## src/hw/hbm_pkg.sv

```systemverilog
// Constants, types and helpers for the host bus byte lane mapper
package hbm_pkg;
  // ==========================================================
  // Widths and offsets
  localparam int ADDR_W = 6;
  localparam int DATA_W = 16;
  localparam int BYTE_W = 8;
  localparam int REG_COUNT = 32;
  localparam int LANE_LO_LSB = 0;
  localparam int LANE_HI_LSB = 8;
  localparam logic [5:0] OFS_DATA_PORT = 6'h10;
  localparam logic [5:0] OFS_UNUSED = 6'h11;
  localparam logic [5:0] OFS_LOW_ONLY = 6'h1e;
  localparam logic [5:0] OFS_RESET = 6'h1f;
  // ==========================================================
  // Reset and fill values
  localparam logic [7:0] REG_RESET = 8'h00;
  localparam logic [7:0] FILL_BYTE = 8'h00;
  localparam logic [15:0] DATA_RESET = 16'h0000;

  // ==========================================================
  // Types
  typedef enum logic [1:0] {
    HBM_MODE_NONE,
    HBM_MODE_ISA,
    HBM_MODE_186
  } hbm_mode_t;

  typedef struct packed {
    logic rd;
    logic wr;
    logic [5:0] addr;
    logic [15:0] wdata;
  } hbm_req_t;

  // ==========================================================
  // Helpers
  function automatic logic [5:0] hbm_pair(input logic [5:0] a, input logic odd);
    hbm_pair = {a[5:1], odd};
  endfunction : hbm_pair

  function automatic logic [7:0] hbm_lane(input logic [15:0] d, input logic hi);
    hbm_lane = hi ? d[LANE_HI_LSB +: BYTE_W] : d[LANE_LO_LSB +: BYTE_W];
  endfunction : hbm_lane
endpackage : hbm_pkg

```

## src/hw/hbm_host_bus_byte_lane_mapper.sv

```systemverilog
// Host bus decoder and byte lane router with its register bytes
`timescale 1ns/1ps
`default_nettype none
module hbm_host_bus_byte_lane_mapper (
  // Clock and reset
  input wire logic SYS_CLK,
  input wire logic RESET,
  // Bus mode straps
  input wire logic EEPROM_SELECT_STRAP_PIN,
  input wire logic EEPROM_CLOCK_STRAP_PIN,
  // Host bus
  input wire logic [5:0] HOST_ADDR,
  input wire logic ADDRESS_ENABLE_PROGRAM_STROBE,
  input wire logic HOST_READ_STROBE_N,
  input wire logic HOST_WRITE_STROBE_N,
  input wire logic [15:0] HOST_DATA_LANES_IN,
  output logic [15:0] HOST_DATA_LANES_OUT,
  output logic HOST_DATA_LANES_OE_N,
  // Packet data port
  input wire logic [15:0] PKT_RD_DATA,
  output logic PKT_RD_STROBE,
  output logic PKT_WR_STROBE,
  output logic [15:0] PKT_WR_DATA,
  // Register write report and soft reset
  output logic REG_WR_STROBE,
  output logic [5:0] REG_WR_OFFSET,
  output logic [7:0] REG_WR_BYTE,
  output logic CORE_RESET_PULSE,
  // Mode status
  output logic BUS_MODE_VALID,
  output logic BUS_MODE_186
);

  // ==========================================================
  // State
  hbm_pkg::hbm_mode_t mode_ff;
  hbm_pkg::hbm_mode_t nxt_mode;
  logic strap_done_ff;
  logic mode_ok_ff;
  logic mode_186_ff;
  logic rd_prev_ff;
  logic wr_prev_ff;
  logic [7:0] regs_ff [0:hbm_pkg::REG_COUNT-1];
  logic [15:0] dout_ff;
  logic oe_n_ff;
  logic pkt_rd_ff;
  logic pkt_wr_ff;
  logic [15:0] pkt_wdata_ff;
  logic reg_wr_ff;
  logic [5:0] reg_ofs_ff;
  logic [7:0] reg_byte_ff;
  logic core_rst_ff;

  // ==========================================================
  // Request decode
  hbm_pkg::hbm_req_t req;
  assign req.rd = ~HOST_READ_STROBE_N;
  assign req.wr = ~HOST_WRITE_STROBE_N;
  assign req.addr = HOST_ADDR;
  assign req.wdata = HOST_DATA_LANES_IN;

  wire is_isa = (mode_ff == hbm_pkg::HBM_MODE_ISA);
  wire is_186 = (mode_ff == hbm_pkg::HBM_MODE_186);
  // ISA cycles are only ours while address enable is low
  wire sel = strap_done_ff & (is_186 | (is_isa & ~ADDRESS_ENABLE_PROGRAM_STROBE));
  wire rd_act = sel & req.rd;
  wire rd_go = rd_act & ~rd_prev_ff;
  wire wr_go = sel & req.wr & ~wr_prev_ff;

  wire is_odd = req.addr[0];
  wire at_dp = (req.addr == hbm_pkg::OFS_DATA_PORT);
  wire at_unused = (req.addr == hbm_pkg::OFS_UNUSED);
  wire at_low_only = (req.addr == hbm_pkg::OFS_LOW_ONLY);
  wire at_reset = (req.addr == hbm_pkg::OFS_RESET);
  wire [5:0] even_ofs = hbm_pkg::hbm_pair(req.addr, 1'b0);
  wire [5:0] odd_ofs = hbm_pkg::hbm_pair(req.addr, 1'b1);
  wire [7:0] even_byte = regs_ff[even_ofs[4:0]];
  wire [7:0] odd_byte = regs_ff[odd_ofs[4:0]];

  // ==========================================================
  // Strap decode
  always_comb begin
    nxt_mode = hbm_pkg::HBM_MODE_NONE;
    if (!EEPROM_SELECT_STRAP_PIN && !EEPROM_CLOCK_STRAP_PIN) begin
      nxt_mode = hbm_pkg::HBM_MODE_ISA;
    end else if (!EEPROM_SELECT_STRAP_PIN && EEPROM_CLOCK_STRAP_PIN) begin
      nxt_mode = hbm_pkg::HBM_MODE_186;
    end
  end

  // Straps caught on the first edge after reset release
  always_ff @(posedge SYS_CLK or posedge RESET) begin
    if (RESET) begin
      mode_ff <= hbm_pkg::HBM_MODE_NONE;
      strap_done_ff <= 1'b0;
      mode_ok_ff <= 1'b0;
      mode_186_ff <= 1'b0;
    end else if (!strap_done_ff) begin
      mode_ff <= nxt_mode;
      strap_done_ff <= 1'b1;
      mode_ok_ff <= (nxt_mode != hbm_pkg::HBM_MODE_NONE);
      mode_186_ff <= (nxt_mode == hbm_pkg::HBM_MODE_186);
    end
  end

  // ==========================================================
  // Read lane routing
  // ISA odd mirrors the odd byte, 186 odd keeps the even byte low
  wire [7:0] rd_lo = (is_odd && is_isa) ? odd_byte : even_byte;
  wire [7:0] rd_hi = at_low_only ? hbm_pkg::FILL_BYTE : odd_byte;
  wire [15:0] rd_word = at_dp ? PKT_RD_DATA :
                        (at_reset | at_unused) ? {hbm_pkg::FILL_BYTE, hbm_pkg::FILL_BYTE} :
                        at_low_only ? {rd_hi, even_byte} :
                        {rd_hi, rd_lo};

  // ==========================================================
  // Write lane routing
  wire wr_hi_lane = is_186 & is_odd;
  wire [7:0] wr_byte = hbm_pkg::hbm_lane(req.wdata, wr_hi_lane);
  wire wr_reg = wr_go & ~at_dp & ~at_unused;
  wire wr_pkt = wr_go & at_dp;

  // ==========================================================
  // Strobe edge tracking
  always_ff @(posedge SYS_CLK or posedge RESET) begin
    if (RESET) begin
      rd_prev_ff <= 1'b0;
      wr_prev_ff <= 1'b0;
    end else begin
      rd_prev_ff <= rd_act;
      wr_prev_ff <= sel & req.wr;
    end
  end

  // ==========================================================
  // Register bytes
  always_ff @(posedge SYS_CLK or posedge RESET) begin
    if (RESET) begin
      for (int i = 0; i < hbm_pkg::REG_COUNT; i++) begin
        regs_ff[i] <= hbm_pkg::REG_RESET;
      end
    end else if (wr_reg) begin
      regs_ff[req.addr[4:0]] <= wr_byte;
    end
  end

  // ==========================================================
  // Read data driver
  always_ff @(posedge SYS_CLK or posedge RESET) begin
    if (RESET) begin
      dout_ff <= hbm_pkg::DATA_RESET;
      oe_n_ff <= 1'b1;
    end else begin
      dout_ff <= rd_act ? rd_word : hbm_pkg::DATA_RESET;
      oe_n_ff <= ~rd_act;
    end
  end

  // ==========================================================
  // Side effects, one pulse per access
  always_ff @(posedge SYS_CLK or posedge RESET) begin
    if (RESET) begin
      pkt_rd_ff <= 1'b0;
      pkt_wr_ff <= 1'b0;
      pkt_wdata_ff <= hbm_pkg::DATA_RESET;
      reg_wr_ff <= 1'b0;
      reg_ofs_ff <= 6'h00;
      reg_byte_ff <= hbm_pkg::REG_RESET;
      core_rst_ff <= 1'b0;
    end else begin
      pkt_rd_ff <= rd_go & at_dp;
      pkt_wr_ff <= wr_pkt;
      if (wr_pkt) begin
        pkt_wdata_ff <= req.wdata;
      end
      reg_wr_ff <= wr_reg;
      if (wr_reg) begin
        reg_ofs_ff <= req.addr;
        reg_byte_ff <= wr_byte;
      end
      core_rst_ff <= rd_go & at_reset;
    end
  end

  assign HOST_DATA_LANES_OUT = dout_ff;
  assign HOST_DATA_LANES_OE_N = oe_n_ff;
  assign PKT_RD_STROBE = pkt_rd_ff;
  assign PKT_WR_STROBE = pkt_wr_ff;
  assign PKT_WR_DATA = pkt_wdata_ff;
  assign REG_WR_STROBE = reg_wr_ff;
  assign REG_WR_OFFSET = reg_ofs_ff;
  assign REG_WR_BYTE = reg_byte_ff;
  assign CORE_RESET_PULSE = core_rst_ff;
  assign BUS_MODE_VALID = mode_ok_ff;
  assign BUS_MODE_186 = mode_186_ff;

  wire plain_rd = rd_act & ~at_dp & ~at_unused & ~at_low_only & ~at_reset;
endmodule : hbm_host_bus_byte_lane_mapper
`default_nettype wire

```

## config.mk

```make
export PLATFORM = sky130hd
export DESIGN_NAME = hbm_host_bus_byte_lane_mapper
export DESIGN_NICKNAME = d
export VERILOG_FILES = /design/src/hw/hbm_pkg.sv /design/src/hw/hbm_host_bus_byte_lane_mapper.sv
export SDC_FILE = /design/constraint.sdc
export NUM_CORES = 1
export LEC_CHECK = 0
export ABC_CLOCK_PERIOD_IN_PS = 10500
export BUFFER_PORTS_ARGS = -buffer_cell sky130_fd_sc_hd__buf_2
export CAP_MARGIN = 20
export CORE_ASPECT_RATIO = 0.6
export CORE_MARGIN = 2
export CORE_UTILIZATION = 25
export CTS_CLUSTER_SIZE = 28
export DETAILED_ROUTE_END_ITERATION = 10
export PLACE_DENSITY_LB_ADDON = 0.15
export SYNTH_ARGS = -nofsm -noshare
export SYNTH_HDL_FRONTEND = slang
export SYNTH_SLANG_ARGS = --single-unit
```

## constraint.sdc

```tcl
create_clock -name SYS_CLK -period 10.5 [get_ports SYS_CLK]
set_input_delay 1.575 -clock SYS_CLK [delete_from_list [all_inputs] [get_ports SYS_CLK]]
set_output_delay 1.575 -clock SYS_CLK [all_outputs]
set_load 0.05 [all_outputs]
```

== Word level (Yosys, flattened, before mapping) ==
Cells that the tools add are included.

* Bits in registers: 314
* Input bits: 45
* Word-level logic and storage cells: 108

* Order comparisons: 4
* Eq/ne operators: 7
* Muxes and demuxes: 18
* Bitwise logic cells: 25
* Reductions and logical operators: 7

{| class="wikitable"
|+ Operators with widths
! operator !! count
|-
| bitwise mux 256 bit || 1
|-
| binary-select mux 8 bit (select 5 bit) || 2
|-
| 2-to-1 mux 8 bit || 9
|-
| 2-to-1 mux 16 bit || 3
|-
| demux 8 bit (select 5 bit) || 1
|-
| equality test 6 x 5 -> 1 bit (second input constant) || 4
|-
| greater-or-equal comparator 6 bit (second input constant) || 3
|-
| inverter 5 -> 6 bit || 3
|-
| bitwise AND 1 bit || 12
|-
| inverter 1 bit || 8
|-
| < comparator 6 x 1 -> 1 bit (second input constant) || 1
|-
| equality test 2 bit (second input constant) || 2
|-
| logical AND 1 bit || 4
|-
| 2-to-1 mux 2 bit || 2
|-
| equality test 2 x 1 -> 1 bit (second input constant) || 1
|-
| zero test 1 bit || 2
|-
| bitwise OR 1 bit || 2
|-
| nonzero test 2 bit || 1
|}

== Logic depth before layout (Yosys ltp) ==
* Word-level depth: 9
* Mapped depth: 9
* Depth with buffers taken out: 7

== Worst setup path after synthesis ==
Ideal clock, no wire load.

* Path type: in2reg
* Start point: in HOST_ADDR[2]
* End point: reg pkt_wdata_ff[0], in the netlist PKT_WR_DATA[0]
* Arrival time: 3.300 ns
* Setup slack: 7.076 ns
* Cell stages on the path: 7
* Path through: buf_2 > buf_2 > or4_1 > nor2_1 > nand2_2 > buf_2 > mux2_2

* Longest elaborated chain between the ends: 2

{| class="wikitable"
|+ RTL lines
! element !! RTL line !! text
|-
| start, declared || hbm_host_bus_byte_lane_mapper.sv:12 || <nowiki>input wire logic [5:0] HOST_ADDR,</nowiki>
|-
| equality test 6 x 5 -> 1 bit || hbm_host_bus_byte_lane_mapper.sv:71 || <nowiki>wire at_dp = (req.addr == hbm_pkg::OFS_DATA_PORT);</nowiki>
|-
| bitwise AND 1 bit || hbm_host_bus_byte_lane_mapper.sv:121 || <nowiki>wire wr_pkt = wr_go & at_dp;</nowiki>
|-
| end signal, assigned || hbm_host_bus_byte_lane_mapper.sv:165 || <nowiki>pkt_wdata_ff <= hbm_pkg::DATA_RESET;</nowiki>
|-
| end signal, assigned || hbm_host_bus_byte_lane_mapper.sv:174 || <nowiki>pkt_wdata_ff <= req.wdata;</nowiki>
|-
| end, declared || hbm_host_bus_byte_lane_mapper.sv:48 || <nowiki>logic [15:0] pkt_wdata_ff;</nowiki>
|}

No other way between the ends.
A chain may end at the register's enable or synchronous reset.

== Worst setup path in the final report ==
* Start point: in HOST_ADDR[1]
* End point: reg dout_ff[5], in the netlist HOST_DATA_LANES_OUT[5]

* Longest elaborated chain between the ends: 9
* Elaborated cells between the ends (all ways): 18

{| class="wikitable"
|+ RTL lines
! element !! RTL line !! text
|-
| inverter 5 -> 6 bit (on tied branches) || hbm_host_bus_byte_lane_mapper.sv:77, hbm_host_bus_byte_lane_mapper.sv:78 ||
|-
| binary-select mux 8 bit (select 5 bit) (on tied branches) || hbm_host_bus_byte_lane_mapper.sv:77, hbm_host_bus_byte_lane_mapper.sv:78 ||
|-
| 2-to-1 mux 8 bit (on tied branches) (2 in series) || hbm_host_bus_byte_lane_mapper.sv:77, hbm_host_bus_byte_lane_mapper.sv:78 ||
|-
| 2-to-1 mux 8 bit || hbm_host_bus_byte_lane_mapper.sv:109 || <nowiki>wire [7:0] rd_lo = (is_odd && is_isa) ? odd_byte : even_byte;</nowiki>
|-
| 2-to-1 mux 8 bit || hbm_host_bus_byte_lane_mapper.sv:113 || <nowiki>at_low_only ? {rd_hi, even_byte} :</nowiki>
|-
| 2-to-1 mux 16 bit || hbm_host_bus_byte_lane_mapper.sv:112 || <nowiki>(at_reset | at_unused) ? {hbm_pkg::FILL_BYTE, hbm_pkg::FILL_BYTE} :</nowiki>
|-
| 2-to-1 mux 16 bit (*) || hbm_host_bus_byte_lane_mapper.sv:111 || <nowiki>wire [15:0] rd_word = at_dp ? PKT_RD_DATA :</nowiki>
|-
| 2-to-1 mux 16 bit (*) || hbm_host_bus_byte_lane_mapper.sv:154 || <nowiki>dout_ff <= rd_act ? rd_word : hbm_pkg::DATA_RESET;</nowiki>
|-
| end signal, assigned || hbm_host_bus_byte_lane_mapper.sv:151 || <nowiki>dout_ff <= hbm_pkg::DATA_RESET;</nowiki>
|-
| end signal, assigned || hbm_host_bus_byte_lane_mapper.sv:154 ||
|-
| end, declared || hbm_host_bus_byte_lane_mapper.sv:44 || <nowiki>logic [15:0] dout_ff;</nowiki>
|}

Every way passes the cells marked *; elsewhere a longest branch is shown, timed or not. The select of a mux whose other input is x is not followed.

==> flow_summary.json <==
{
  "tritoncts_num_sinks": 313,
  "fmax_mhz": 243,
  "worst_slew_margin_pct": 27.3,
  "hold_path.startpoint": "REG_WR_OFFSET[2]",
  "drt-wirelength-per-cell_um": 22.2,
  "final_layout_size_suffix_gt1_share_pct": 17.6,
  "finalSetupViolCount": 0,
  "synth.cell_area_um2": 13700,
  "max_cap_violations": 0,
  "number_of_vias_per_cell": 4.72,
  "synth-edff-count": 0,
  "clock_tree.root_cell": "sky130_fd_sc_hd__clkbuf_16",
  "worst_pin_slew_ns": 1.09,
  "timing.critical_path.cells": "buf_6 > buf_4 > mux2i_1 > o22ai_1 > or4_1 > o21ai_0 > a211oi_1",
  "fin_ws_ns": 6.38,
  "async_reset_ff_share_pct": 100,
  "synth_fp_nets": 1348,
  "worstHoldPathType": "reg2reg",
  "run_status": "complete, no violations",
  "grt_first_pass_wirelength_mm": 69.5,
  "cts_hold_repair.buffers": 0,
  "timing_hold_violations_final": 0,
  "placed_cells": 2030,
  "setup-tns-final_ns": 0,
  "drc": 0,
  "dp.final_hpwl_mm": 31.2,
  "die_area_um2": 56600,
  "gp_routability_congestion": 0.847,
  "nets": 1398,
  "cts_resized": 0,
  "clkTransAtPathRegs_ns": 0.06,
  "worst_hold_slack_ns": 0.472,
  "layoutNonFillerInstCount": 2092,
  "critPathLaunch": "HOST_ADDR[1]",
  "cts_post_setup_buffers_inserted": 0,
  "synth_fa_ha_area_share_pct": 0,
  "critical-path-slowest-cell": "sky130_fd_sc_hd__buf_4",
  "synth_top_family_by_area": "compound AO/OA/AOI/OAI gates",
  "yosys.area_share.xor_xnor_pct": 0,
  "cts-htree-levels": 2,
  "rsz_0062_raised_after_global_routing": "false",
  "start_util_pct": 25.3,
  "gr-usage-all-layers_pct": 16.7,
  "fp.dieW_um": 306,
  "core_outline_area_um2": 54100,
  "vias_in_the_first_global_route": 9776,
  "cell_count_after_synthesis": 1303,
  "timing_worst_setup_path_type": "in2reg",
  "endpoint_arrival_time_on_the_critical_path_ns": 4.49,
  "rows": 66,
  "detail_route.wirelength_mm": 46.4,
  "grt-ovfl-total": 0,
  "fin_skew_ns": 0.0151,
  "buffer_ports.inserted": 97,
  "total_power_w": 0.00299,
  "clkLatencyLatePin_ns": 0.53,
  "leakagePower_nw": 7.29,
  "dominantRegCellSynth": "sky130_fd_sc_hd__dfrtp_1",
  "antenna_violating_nets_remaining": 0,
  "synth.lib_cells_used.distinct": 50,
  "tritoncts_clock_tree": "yes",
  "warnings_synthesis": 0,
  "synth_area_per_cell_um2": 10.5,
  "synthMuxAreaShare_pct": 12.3,
  "ys_ff_latch": 313,
  "critPathCaptureType": "register",
  "peakVddDrop_mv": 0.0869,
  "crit_fanout": 49,
  "area.growth.synth_to_final_pct": 17.2,
  "regToRegStartpoint": "mode_ff[1]",
  "ioPinCount": 98,
  "timing.critical_path.max_delay_family": "buffers and inverters",
  "crit_required_ns": 10.87,
  "finalCriticalPeriod_ns": 4.12,
  "grt_start_max_net_pins": 179,
  "cts_max_path_buffers": 3,
  "initial_antenna_violation_count": 2,
  "drtIter0Drc": 709,
  "num_vias": 9879,
  "crit_buf_inv": 2,
  "first_pass_iters": 5,
  "final.period_utilization_pct": 39.3,
  "crit_path_start_kind": "primary input",
  "critPathMaxStageDelay_ns": 0.67,
  "dieHeight_um": 185,
  "synth_simple_gate_area_share_pct": 12.1,
  "power-per-cell-area_nw_per_um2": 187,
  "placement.setup.worst_slack_ns": 5.87,
  "tritoncts.num_buffers": 35,
  "ys_seq_area_share_pct": 57.3,
  "synth_compound_area_share_pct": 14.5,
  "final-max-slew-violation-count": 0
}
cells in the final DEF (no fill, tap or decap), types with 27 or more instances in the layout:
cell type                   Yosys  layout
sky130_fd_sc_hd__clkbuf_16      0      37
sky130_fd_sc_hd__dfrtp_1      312     312
sky130_fd_sc_hd__o22ai_1       29      29
sky130_fd_sc_hd__mux4_2        27      27
sky130_fd_sc_hd__o21ai_0      216     216
sky130_fd_sc_hd__nand2_1      253     253
sky130_fd_sc_hd__mux2i_1       84      76
sky130_fd_sc_hd__a21oi_1       76      76
sky130_fd_sc_hd__nor2_1        81      81
sky130_fd_sc_hd__buf_2         33      96
per-stage QoR:
| stage | utilization, % | area, µm² |
|---|---|---|
| after CTS | 29.6 | 16000 |
| final | 29.6 | 16000 |
| after global placement | 27.4 | 14800 |
| after floorplan | - | 13700 |
| after global routing | 29.6 | 16000 |
| after detailed placement | 27.4 | 14800 |
cell type report:
cell class                 instances  area [µm²]
clock buffer                      51        1070
tap                              714         893
inverter                           6        30.0
timing repair buffer             116         647
sequential                       313        7830
antenna                            2        5.00
multi-input combinational        881        5440
fill                            5619       38100
clock inverter                     9         106
flip-flops by register name (all words and copies together), names as in the netlist:
| name | flops |
|---|---|
| REG_WR_STROBE | 1 |
| strap_done_ff | 1 |
| PKT_WR_DATA | 16 |
| mode_ff | 2 |
| REG_WR_BYTE | 8 |
| regs_ff | 256 |
| wr_prev_ff | 1 |
| BUS_MODE_VALID | 1 |
| HOST_DATA_LANES_OE_N | 1 |
| PKT_WR_STROBE | 1 |
| CORE_RESET_PULSE | 1 |
| PKT_RD_STROBE | 1 |
| HOST_DATA_LANES_OUT | 16 |
| rd_prev_ff | 1 |
| REG_WR_OFFSET | 6 |
path summary, 6_finish.rpt:
path / endpoint / slack, ns / cells after the start
setup / recovery: HOST_DATA_LANES_OUT[5] / 6.38 / 7
hold reg to reg: REG_WR_OFFSET[2] / 0.47 / 2
setup reg to reg: regs_ff[175] / 7.44 / 5
max in group asynchronous: regs_ff[8] / 7.82 / 3
hold / removal: REG_WR_OFFSET[2] / 0.47 / 2
min in group asynchronous: PKT_WR_DATA[7] / 1.17 / 2
logic make-up after synthesis:
group           Yosys count
compound gates          354
buf+inv                 109
flops                   313
mux                     132
other cells               1
simple gates            394
metal layers:
| layer | vias to the layer above | track usage (%) | routed length (µm) |
|---|---|---|---|
| li1 | 4630 | - | - |
| met1 | 4932 | 26.4 | 24500 |
| met2 | 254 | 21.5 | 17500 |
| met3 | 61 | 4.84 | 3390 |
| met4 | 2 | 3.98 | 980 |
| met5 | - | 1.21 | 90 |
Yosys cell counts, drive strengths merged (5+ instances only):
cell	count	area, µm²
nand2b	6	37.5
a211oi	6	50.1
clkbuf	54	209
nor2	81	304
or3b	5	43.8
nor3	6	30.0
nand3b	5	37.5
a21oi	76	380
o22ai	29	181
mux4	27	608
buf	49	274
nor4	5	31.3
o21ai	216	1080
inv	6	22.5
and2	12	75.1
dfrtp	312	7810
nand2	254	956
a22o	5	43.8
mux2	21	236
mux2i	84	841
worst register-to-register path: stages (launching register included):
cell                        delay [ns]
sky130_fd_sc_hd__dfrtp_1          0.47
sky130_fd_sc_hd__or3b_2           0.63
sky130_fd_sc_hd__a2111oi_4        0.79
sky130_fd_sc_hd__and2_0           0.83
sky130_fd_sc_hd__nor2_1           0.10
sky130_fd_sc_hd__a21oi_1          0.15
power breakdown:
| part | leakage, nW | switching, W | internal [W] | total, W |
|---|---|---|---|---|
| registers | 4.29 | 0.0000521 | 0.00129 | 0.00134 |
| clock network | 0.571 | 0.000520 | 0.000755 | 0.00128 |
| logic | 2.43 | 0.000262 | 0.000107 | 0.000369 |
Power figures use the tool's default switching activity.
